[src/hdl/timer_pkg.sv]
/*
  Constants shared by the prescaled down timer: register map, field
  positions, reset values and divider figures.
  Assumes an 8-bit register space reached over a 32-bit Avalon-MM slave.
*/
package timer_pkg;
  // Register byte addresses (index times four)
  localparam logic [9:0] ctrl_idx       = 10'h009;
  localparam logic [9:0] presc_idx      = 10'h0fd;
  localparam logic [9:0] count_idx      = 10'h0fe;
  localparam logic [9:0] irq_status_idx = 10'h0f0;
  localparam logic [9:0] irq_mask_idx   = 10'h0f1;
  localparam int         addr_w         = 12;
  localparam logic [11:0] ctrl_addr       = {ctrl_idx, 2'h0};
  localparam logic [11:0] presc_addr      = {presc_idx, 2'h0};
  localparam logic [11:0] count_addr      = {count_idx, 2'h0};
  localparam logic [11:0] irq_status_addr = {irq_status_idx, 2'h0};
  localparam logic [11:0] irq_mask_addr   = {irq_mask_idx, 2'h0};
  // Control/status fields
  localparam int zero_bit    = 7;
  localparam int dir_bit     = 5;
  localparam int dout_bit    = 4;
  localparam int hold_n_bit  = 3;
  localparam int div_lsb     = 0;
  localparam int div_w       = 3;
  localparam logic [7:0] ctrl_wmask = 8'h3f;
  // Reset values and counter constants
  localparam logic [7:0] ctrl_rst  = 8'h00;
  localparam logic [6:0] presc_rst = 7'h7f;
  localparam logic [7:0] count_rst = 8'hff;
  localparam logic [7:0] count_one = 8'h01;
  localparam logic [7:0] count_zero = 8'h00;
  // Prescaler width and divider tap coding
  localparam int         presc_w    = 7;
  localparam logic [6:0] presc_one  = 7'h01;
  localparam logic [2:0] div_by_one = 3'h0;
  localparam logic [2:0] div_step   = 3'h1;
  // Internal sync pulse: oscillator divided by 48
  localparam int         sync_div = 48;
  localparam logic [5:0] sync_last = 6'(sync_div - 1);
  // Interrupt status bits
  localparam int irq_w        = 2;
  localparam int irq_zero_bit = 0;
  localparam int irq_pin_bit  = 1;
  // Avalon response codes
  localparam logic [1:0] resp_okay   = 2'h0;
  localparam logic [1:0] resp_slverr = 2'h2;
endpackage
[src/hdl/pin_edge_sync.sv]
/*
  Two-flop synchroniser with rising-edge detector for the timer pin.
  Assumes an asynchronous input and a clock enable on the core clock.
*/
`timescale 1ns/1ps
`default_nettype none
module pin_edge_sync (
  // Clock and reset
  input  wire logic clk,
  input  wire logic rst_n,
  input  wire logic clk_en,
  // Pin and edge
  input  wire logic pin_in,
  output logic      rise
);
  logic meta_ff;
  logic sync_ff;
  logic last_ff;

  always_ff @(posedge clk or negedge rst_n) begin
    if (!rst_n) begin
      meta_ff <= 1'b0;
      sync_ff <= 1'b0;
      last_ff <= 1'b0;
    end else if (clk_en) begin
      meta_ff <= pin_in;
      sync_ff <= meta_ff;
      last_ff <= sync_ff;
    end
  end

  assign rise = clk_en & sync_ff & ~last_ff;
endmodule
`default_nettype wire

[src/hdl/prescaled_down_timer.sv]
/*
  Prescaled 8-bit down timer with a 7-bit prescaler, a control/status
  register, pin direction and output latch, behind an Avalon-MM slave.
  Assumes a single core clock and a pin input from outside its domain.
*/
`timescale 1ns/1ps
`default_nettype none
module prescaled_down_timer (
  // Clock, reset, enable
  input  wire logic                         clk,
  input  wire logic                         rstn,
  input  wire logic                         clk_en,
  // Avalon-MM slave
  input  wire logic [timer_pkg::addr_w-1:0] address,
  input  wire logic                         read,
  input  wire logic                         write,
  input  wire logic [31:0]                  writedata,
  input  wire logic [3:0]                   byteenable,
  output logic [31:0]                       readdata,
  output logic                              waitrequest,
  output logic [1:0]                        response,
  // Timer pin
  input  wire logic                         timer_pin_in,
  output logic                              timer_pin_out,
  output logic                              timer_pin_oe_n,
  // Interrupt
  output logic                              irq
);
  import timer_pkg::*;

  // Reset release
  logic              rst_meta_ff;
  logic              rst_n;

  // Registers
  logic [7:0]        ctrl_ff;
  logic              zero_flag_ff;
  logic [6:0]        presc_ff;
  logic [7:0]        count_ff;
  logic              latch_ff;
  logic              zero_last_ff;
  logic [irq_w-1:0]  irq_status_ff;
  logic [irq_w-1:0]  irq_mask_ff;

  // Bus answer
  logic              ack_ff;
  logic [31:0]       readdata_ff;
  logic [1:0]        response_ff;
  logic [31:0]       nxt_readdata;
  logic [1:0]        nxt_response;

  // Count path
  logic              pin_rise;
  logic              sync_pulse;
  logic              presc_clk;
  logic              running;
  logic [6:0]        nxt_presc;
  logic [6:0]        bit_rise;
  logic [div_w-1:0]  divide_code;
  logic              tap_rise;
  logic              count_dec;
  logic              hit_zero;

  // Bus decode
  logic              acc;
  logic              wr_en;
  logic              rd_en;
  logic              sel_ctrl;
  logic              sel_presc;
  logic              sel_count;
  logic              sel_stat;
  logic              sel_mask;
  logic              wr_ctrl;
  logic              wr_presc;
  logic              wr_count;
  logic              wr_stat;
  logic              wr_mask;
  logic              rd_ctrl;

  // Flag and interrupt events
  logic              set_zero;
  logic              zero_rise;
  logic [irq_w-1:0]  irq_events;

  // Reset release
  always_ff @(posedge clk or negedge rstn) begin
    if (!rstn) begin
      rst_meta_ff <= 1'b0;
      rst_n       <= 1'b0;
    end else begin
      rst_meta_ff <= 1'b1;
      rst_n       <= rst_meta_ff;
    end
  end

  function automatic logic hit(input logic [addr_w-1:0] a,
                               input logic [addr_w-1:0] r);
    hit = (a == r);
  endfunction

  // Prescaler clock sources
  pin_edge_sync u_pin_sync (
    .clk    (clk),
    .rst_n  (rst_n),
    .clk_en (clk_en),
    .pin_in (timer_pin_in),
    .rise   (pin_rise)
  );

  sync_pulse_gen u_sync (
    .clk    (clk),
    .rst_n  (rst_n),
    .clk_en (clk_en),
    .pulse  (sync_pulse)
  );

  assign presc_clk = ctrl_ff[dir_bit] ? sync_pulse : pin_rise;
  assign running   = ctrl_ff[hold_n_bit];

  // Prescaler tap: selected bit going high on a decrement
  assign nxt_presc   = presc_ff - presc_one;
  assign divide_code = ctrl_ff[div_lsb +: div_w];

  for (genvar g = 0; g < presc_w; g++) begin : g_tap
    assign bit_rise[g] = nxt_presc[g] & ~presc_ff[g];
  end

  always_comb begin
    if (divide_code == div_by_one) begin
      tap_rise = 1'b1;
    end else begin
      tap_rise = bit_rise[divide_code - div_step];
    end
  end

  assign count_dec = running & presc_clk & tap_rise;
  assign hit_zero  = count_dec & (count_ff == count_one);

  // Bus decode
  assign acc      = clk_en & rst_n & (read | write) & ~ack_ff;
  assign wr_en    = acc & write & byteenable[0];
  assign rd_en    = acc & read;
  assign sel_ctrl  = hit(address, ctrl_addr);
  assign sel_presc = hit(address, presc_addr);
  assign sel_count = hit(address, count_addr);
  assign sel_stat  = hit(address, irq_status_addr);
  assign sel_mask  = hit(address, irq_mask_addr);
  assign wr_ctrl   = wr_en & sel_ctrl;
  assign wr_presc  = wr_en & sel_presc;
  assign wr_count  = wr_en & sel_count;
  assign wr_stat   = wr_en & sel_stat;
  assign wr_mask   = wr_en & sel_mask;
  assign rd_ctrl   = rd_en & sel_ctrl;

  // Prescaler
  always_ff @(posedge clk or negedge rst_n) begin
    if (!rst_n) begin
      presc_ff <= presc_rst;
    end else if (clk_en) begin
      if (wr_presc) begin
        presc_ff <= writedata[6:0];
      end else if (!running) begin
        presc_ff <= presc_rst;
      end else if (presc_clk) begin
        presc_ff <= nxt_presc;
      end
    end
  end

  // Down counter
  always_ff @(posedge clk or negedge rst_n) begin
    if (!rst_n) begin
      count_ff <= count_rst;
    end else if (clk_en) begin
      if (wr_count) begin
        count_ff <= writedata[7:0];
      end else if (count_dec) begin
        count_ff <= count_ff - count_one;
      end
    end
  end

  // Control bits
  always_ff @(posedge clk or negedge rst_n) begin
    if (!rst_n) begin
      ctrl_ff <= ctrl_rst;
    end else if (clk_en && wr_ctrl) begin
      ctrl_ff <= writedata[7:0] & ctrl_wmask;
    end
  end

  // Zero flag: software write of counter/prescaler masks the timeout
  assign set_zero = (hit_zero & ~wr_presc & ~wr_count)
                  | (wr_count & (writedata[7:0] == count_zero))
                  | (wr_ctrl & writedata[zero_bit]);

  always_ff @(posedge clk or negedge rst_n) begin
    if (!rst_n) begin
      zero_flag_ff <= 1'b0;
    end else if (clk_en) begin
      if (set_zero) begin
        zero_flag_ff <= 1'b1;
      end else if (rd_ctrl && zero_flag_ff) begin
        zero_flag_ff <= 1'b0;
      end
    end
  end

  // Output latch
  assign zero_rise = zero_flag_ff & ~zero_last_ff;
  always_ff @(posedge clk or negedge rst_n) begin
    if (!rst_n) begin
      zero_last_ff <= 1'b0;
    end else if (clk_en) begin
      zero_last_ff <= zero_flag_ff;
    end
  end

  always_ff @(posedge clk or negedge rst_n) begin
    if (!rst_n) begin
      latch_ff <= 1'b1;
    end else if (clk_en) begin
      if (!ctrl_ff[dir_bit]) begin
        latch_ff <= 1'b1;
      end else if (zero_rise) begin
        latch_ff <= ctrl_ff[dout_bit];
      end
    end
  end

  assign timer_pin_out  = latch_ff;
  assign timer_pin_oe_n = ~ctrl_ff[dir_bit];

  // Interrupt status and mask
  assign irq_events = {pin_rise, zero_rise};
  // Write one to clear; a new event wins over the clear
  always_ff @(posedge clk or negedge rst_n) begin
    if (!rst_n) begin
      irq_status_ff <= '0;
    end else if (clk_en) begin
      if (wr_stat) begin
        irq_status_ff <= irq_events |
                         (irq_status_ff & ~writedata[irq_w-1:0]);
      end else begin
        irq_status_ff <= irq_events | irq_status_ff;
      end
    end
  end

  always_ff @(posedge clk or negedge rst_n) begin
    if (!rst_n) begin
      irq_mask_ff <= '0;
    end else if (clk_en && wr_mask) begin
      irq_mask_ff <= writedata[irq_w-1:0];
    end
  end
  assign irq = |(irq_status_ff & irq_mask_ff);

  // Read mux; unmapped addresses answer with an error
  always_comb begin
    nxt_readdata = '0;
    nxt_response = resp_okay;
    unique case (1'b1)
      sel_ctrl:  nxt_readdata[7:0] = {zero_flag_ff, ctrl_ff[6:0]};
      sel_presc: nxt_readdata[6:0] = presc_ff;
      sel_count: nxt_readdata[7:0] = count_ff;
      sel_stat:  nxt_readdata[irq_w-1:0] = irq_status_ff;
      sel_mask:  nxt_readdata[irq_w-1:0] = irq_mask_ff;
      default:   nxt_response = resp_slverr;
    endcase
  end

  // Bus answer, one wait state
  always_ff @(posedge clk or negedge rst_n) begin
    if (!rst_n) begin
      ack_ff <= 1'b0;
    end else if (clk_en) begin
      ack_ff <= acc;
    end
  end

  always_ff @(posedge clk or negedge rst_n) begin
    if (!rst_n) begin
      readdata_ff <= '0;
      response_ff <= resp_okay;
    end else if (clk_en && acc) begin
      readdata_ff <= nxt_readdata;
      response_ff <= nxt_response;
    end
  end

  assign waitrequest = (read | write) & ~ack_ff;
  assign readdata    = readdata_ff;
  assign response    = response_ff;
endmodule
`default_nettype wire

[src/hdl/sync_pulse_gen.sv]
/*
  Internal sync pulse: one cycle high every 48 enabled core clocks.
  Assumes the core clock stands for the oscillator.
*/
`timescale 1ns/1ps
`default_nettype none
module sync_pulse_gen (
  // Clock and reset
  input  wire logic clk,
  input  wire logic rst_n,
  input  wire logic clk_en,
  // Pulse
  output logic      pulse
);
  import timer_pkg::*;

  logic [5:0] cnt_ff;

  always_ff @(posedge clk or negedge rst_n) begin
    if (!rst_n) begin
      cnt_ff <= 6'h00;
    end else if (clk_en) begin
      cnt_ff <= (cnt_ff == sync_last) ? 6'h00 : cnt_ff + 6'h01;
    end
  end

  assign pulse = clk_en & (cnt_ff == sync_last);
endmodule
`default_nettype wire

[config.mk]
export PLATFORM = sky130hd
export DESIGN_NAME = prescaled_down_timer
export DESIGN_NICKNAME = d
export VERILOG_FILES = /design/src/hdl/timer_pkg.sv /design/src/hdl/pin_edge_sync.sv /design/src/hdl/prescaled_down_timer.sv /design/src/hdl/sync_pulse_gen.sv
export SDC_FILE = /design/constraint.sdc
export NUM_CORES = 1
export LEC_CHECK = 0
export BUFFER_PORTS_ARGS = -buffer_cell sky130_fd_sc_hd__buf_2
export CAP_MARGIN = 40
export CORE_ASPECT_RATIO = 0.6
export CORE_MARGIN = 2
export CORE_UTILIZATION = 56
export DETAILED_ROUTE_END_ITERATION = 6
export PLACE_DENSITY_LB_ADDON = 0.1
export REMOVE_ABC_BUFFERS = 1
export SETUP_SLACK_MARGIN = 0.05
export SYNTH_ARGS = -nofsm -noshare
export SYNTH_HDL_FRONTEND = slang
export SYNTH_SLANG_ARGS = --single-unit
[constraint.sdc]
create_clock -name clk -period 3.1 [get_ports clk]
set_input_delay 0 -clock clk [delete_from_list [all_inputs] [get_ports clk]]
set_output_delay 0 -clock clk [all_outputs]
set_load 0.01 [all_outputs]
==> flow_summary_export.csv <==
group,metric,value,unit
clock_tree,cts.root.buffer_cell,"clkbuf_8",
worst_hold_path,min_path_type,"input pin to flop",
detailed_routing,drt-vias-per-instance,5.72,
worst_setup_path,crit_path_end_kind,"flop",
detailed_routing,antenna_left,0,
die,die_w,98.9,µm
logic_synthesis,synth.most_common_cell,"dfrtp_1",
die,core_area,5130,µm²
power,p_int,0.00100,W
worst_setup_path,arrival,3.14,ns
layout,nNetsFinal,424,
layout,antennaDiodeCount,0,
power,p_switching,0.000383,W
status,outcome,"finished, final reports clean",
die,dieArea,6030,µm²
timing,relSlewSlack,0.605,
timing,hold_ws,0.0655,ns
timing,finalCritPeriodShare,0.940,
grt,grt_max_degree,48,
placed_design,dp_hpwl,5.23,mm
logic_synthesis,synthSimpleGateAreaFrac,0.190,
power,combPwrFrac,0.155,
logic_synthesis,avgSynthCellArea,9.73,µm²
timing,timing.setup.tns,0,ns
timing,rsz0062_at_grt,"false",
power,sw_frac_of_total,0.276,
layout,fin_cells,426,
clock_tree,clk_latency,0.30,ns
logic_synthesis,netlist.area_leader.share,0.273,
logic_synthesis,yosys.area_share.adder,0.0455,
die,pin_count,92,
timing,setup_violations,0,
worst_hold_path,holdCritStartpoint,"writedata[1]",
grt,antenna_found_initial,0,
logic_synthesis,ys_top_cells_by_count,"dfrtp_1 (33), nand2_1 (26), buf_4 (25), nor2_1 (21), inv_1 (20)",
power,power.density,406,nW/µm²
grt,grt_pass1_vias,2124,
worst_setup_path,worstReg2RegStart,"presc_ff[0]",
clock_tree,clk_path_buf_depth,2,
timing,slew_violations,0,
grt,grt_usage,0.242,
worst_setup_path,cp_data_required_time,3.33,ns
detailed_routing,top_layer,"met4",
layout,area_growth,12.9,%
logic_synthesis,yosys.area.top_type,"dfrtp_1",
detailed_routing,wl_met2,2.84,mm
detailed_routing,via_count,2435,
power,p_leak,1.55,nW
worst_setup_path,crit_fanout,7,
detailed_routing,wl_met1,3.53,mm
detailed_routing,route.detailed.drc,0,
timing,fin_skew,0.00550,ns
logic_synthesis,synth_top_family_by_area,"simple AND/OR/NAND/NOR gates",
timing,post-route-min-period,2.91,ns
detailed_routing,wl_per_cell,16.4,µm
clock_tree,cts_sinks,49,
power,pwr-share-clk,0.298,
clock_tree,cts.clk_slew.worst_paths,0.09,ns
worst_setup_path,rr_worst_depth,12,
job,drv_cap,0,
timing,fmax,343,MHz
worst_setup_path,cp_cell_sequence,"inv_1, ha_2, and3_1, and3_1, ha_1, mux2_2, and3_1, o311ai_4, buf_12, and4bb_1, xnor2_1, o21ai_1",
power,seqPwrFrac,0.547,
clock_tree,ctsHtreeMaxLevel,2,
logic_synthesis,yosys.cell_types.count,57,
worst_setup_path,worstSetupStartpointType,"flop",
logic_synthesis,yosys.area_share.xor_xnor,0.0232,
timing,finalHoldViolCount,0,
placed_design,io_buffers,39,
detailed_routing,drt_iter0_drc,200,
placed_design,gp_congestion,0.920,
placed_design,dp_cells,407,
layout,num-fill-cells,404,
logic_synthesis,synth_seq_cells,49,
die,num_rows,20,
worst_setup_path,cpMostUsedCell,"and3_1",
worst_setup_path,cp-startpoint,"presc_ff[0]",
die,die_y,60.9,µm
logic_synthesis,ys_async_sr_fraction,1.00,
clock_tree,cts_tree,"done",
die,start_util,0.590,
worst_setup_path,path_class,"flop to flop",
worst_setup_path,crit_slowest_cell,"dfstp_2",
logic_synthesis,yosysWarningCount,0,
detailed_routing,drt-pass1-iter-count,5,
worst_setup_path,rrSetupSlack,0.19,ns
logic_synthesis,synth_compound_area_frac,0.173,
logic_synthesis,synth_mux_area_frac,0.0517,
worst_setup_path,cpPeakStageDelay,0.58,ns
worst_hold_path,min_path_cells,3,
layout,drive_gt1_frac,0.258,
power,ir_drop,379,µV
logic_synthesis,syn_inst,311,
grt,grt_pass1_wl,11.1,mm
worst_setup_path,r2r_end,"count_ff[4]",
grt,grt-ovfl-total,0,
detailed_routing,wl_met3,565,µm
logic_synthesis,ys_seq_area_frac,0.412,
logic_synthesis,synth-edff-count,0,
detailed_routing,drt_wl_total,6.97,mm
worst_hold_path,hold_end,"irq_status_ff[1]",
logic_synthesis,yosys_most_used_dff,"dfrtp_1",
logic_synthesis,synth_top_cells_by_area,"dfrtp_1 (27%), dfstp_2 (14%), buf_4 (6.2%), mux2_2 (4.8%), ha_1 (4.5%)",
logic_synthesis,syn-cell-area,3030,µm²
timing,tightest_slew,0.592,ns
clock_tree,cts_buffers,5,
[final cells by class]
type                    count  area [µm²]  area share
clock inverters             1        5.00     0.00146
well taps                  66        82.6      0.0242
multi-input cells         230        1570       0.460
repair buffers             53         338      0.0989
clock buffers               7        96.3      0.0282
flip-flops and latches     49        1250       0.365
inverters                  20        75.1      0.0220
[how the worst max path moves through the flow]
stage               cells past startpoint          end  slack (ns)
floorplan                               6  presc_ff[0]        0.39
global placement                       11  count_ff[4]        0.22
detailed placement                     11  count_ff[4]        0.22
CTS                                    11  count_ff[6]        0.20
global route                           12  count_ff[4]        0.05
finish                                 12  count_ff[4]        0.19
[per-stage QoR]
stage | area, µm² | setup WS, ns | power (W) | util
6_report | 3420 | 0.186 | 0.00139 | 0.666
4_1_cts | 3390 | 0.196 | 0.00139 | 0.660
3_3_place_gp | 3180 | 0.218 | 0.000968 | 0.621
5_1_grt | 3420 | 0.0530 | 0.00146 | 0.666
2_1_floorplan | 2880 | 0.389 | 0.000895 | -
3_5_place_dp | 3180 | 0.224 | 0.000975 | 0.621
[flip-flops by register name (all words and copies together) (netlist names)]
name / count
count_ff: 8
ctrl_ff: 6
irq_status_ff: 2
u_pin_sync.meta_ff: 1
response: 1
u_pin_sync.sync_ff: 1
u_sync.cnt_ff: 6
rst_meta_ff: 1
presc_ff: 7
irq_mask_ff: 2
u_pin_sync.last_ff: 1
zero_last_ff: 1
ack_ff: 1
zero_flag_ff: 1
timer_pin_out: 1
readdata: 8
rst_n: 1
[cell families after synthesis]
kind of cell,Yosys count
AND/OR/NAND/NOR,105
adder cells (fa/ha/maj),11
buffers and inverters,56
multiplexers,14
XOR/XNOR,8
other,2
AO/OA/AOI/OAI,66
flip-flops,49
[power groups by stage]
| stage | Sequential [W] | Clock [W] | Combinational [W] |
|---|---|---|---|
| 6_report | 0.000759 | 0.000413 | 0.000215 |
| 3_3_place_gp | 0.000768 | 0 | 0.000200 |
| 3_5_place_dp | 0.000769 | 0 | 0.000206 |
| 4_1_cts | 0.000758 | 0.000417 | 0.000215 |
| 5_1_grt | 0.000768 | 0.000447 | 0.000245 |
| 2_1_floorplan | 0.000769 | 0 | 0.000127 |
[per-layer routing]
metal / global-route usage / vias up
li1: - / 1162
met1: 0.391 / 1161
met2: 0.340 / 105
met3: 0.0426 / 7
met4: 0.0411 / 0
met5: 0 / -
[worst max-delay path, delay by kind of cell (launching register included)]
kind	cells	cell delay (ns)
mux	1	0.29
xor+xnor	1	0.12
compound gates	2	0.44
simple gates	4	0.84
buf+inv	2	0.22
flops	1	0.58
fa+ha+maj	2	0.37
[cells in the final DEF, fill, tap and decap left out, types with 5 or more instances in the layout]
cell type / Yosys / routed
buf_2: 4 / 39
dfrtp_1: 33 / 32
nand2_1: 26 / 26
conb_1: 2 / 26
nor2_1: 21 / 21
inv_1: 20 / 20
o21ai_0: 16 / 16
dfstp_2: 16 / 16
mux2_2: 13 / 13
nand3_1: 11 / 11
ha_1: 11 / 10
dlygate4sd3_1: 0 / 10
nor3_1: 8 / 8
o211ai_1: 7 / 7
xnor2_1: 7 / 7
clkbuf_8: 0 / 7
and3_1: 6 / 6
a22oi_1: 5 / 5
a21oi_1: 5 / 5
a21o_1: 5 / 5
[what timing repair did]
action / CTS / global route
hold buffers: 10 / 0
setup buffers: 0 / 1
endpoints found under the hold margin: 10 / 0
gates resized for setup: 0 / 2
setup endpoints to repair: 0 / 3
(Power assumes the default switching activity.)
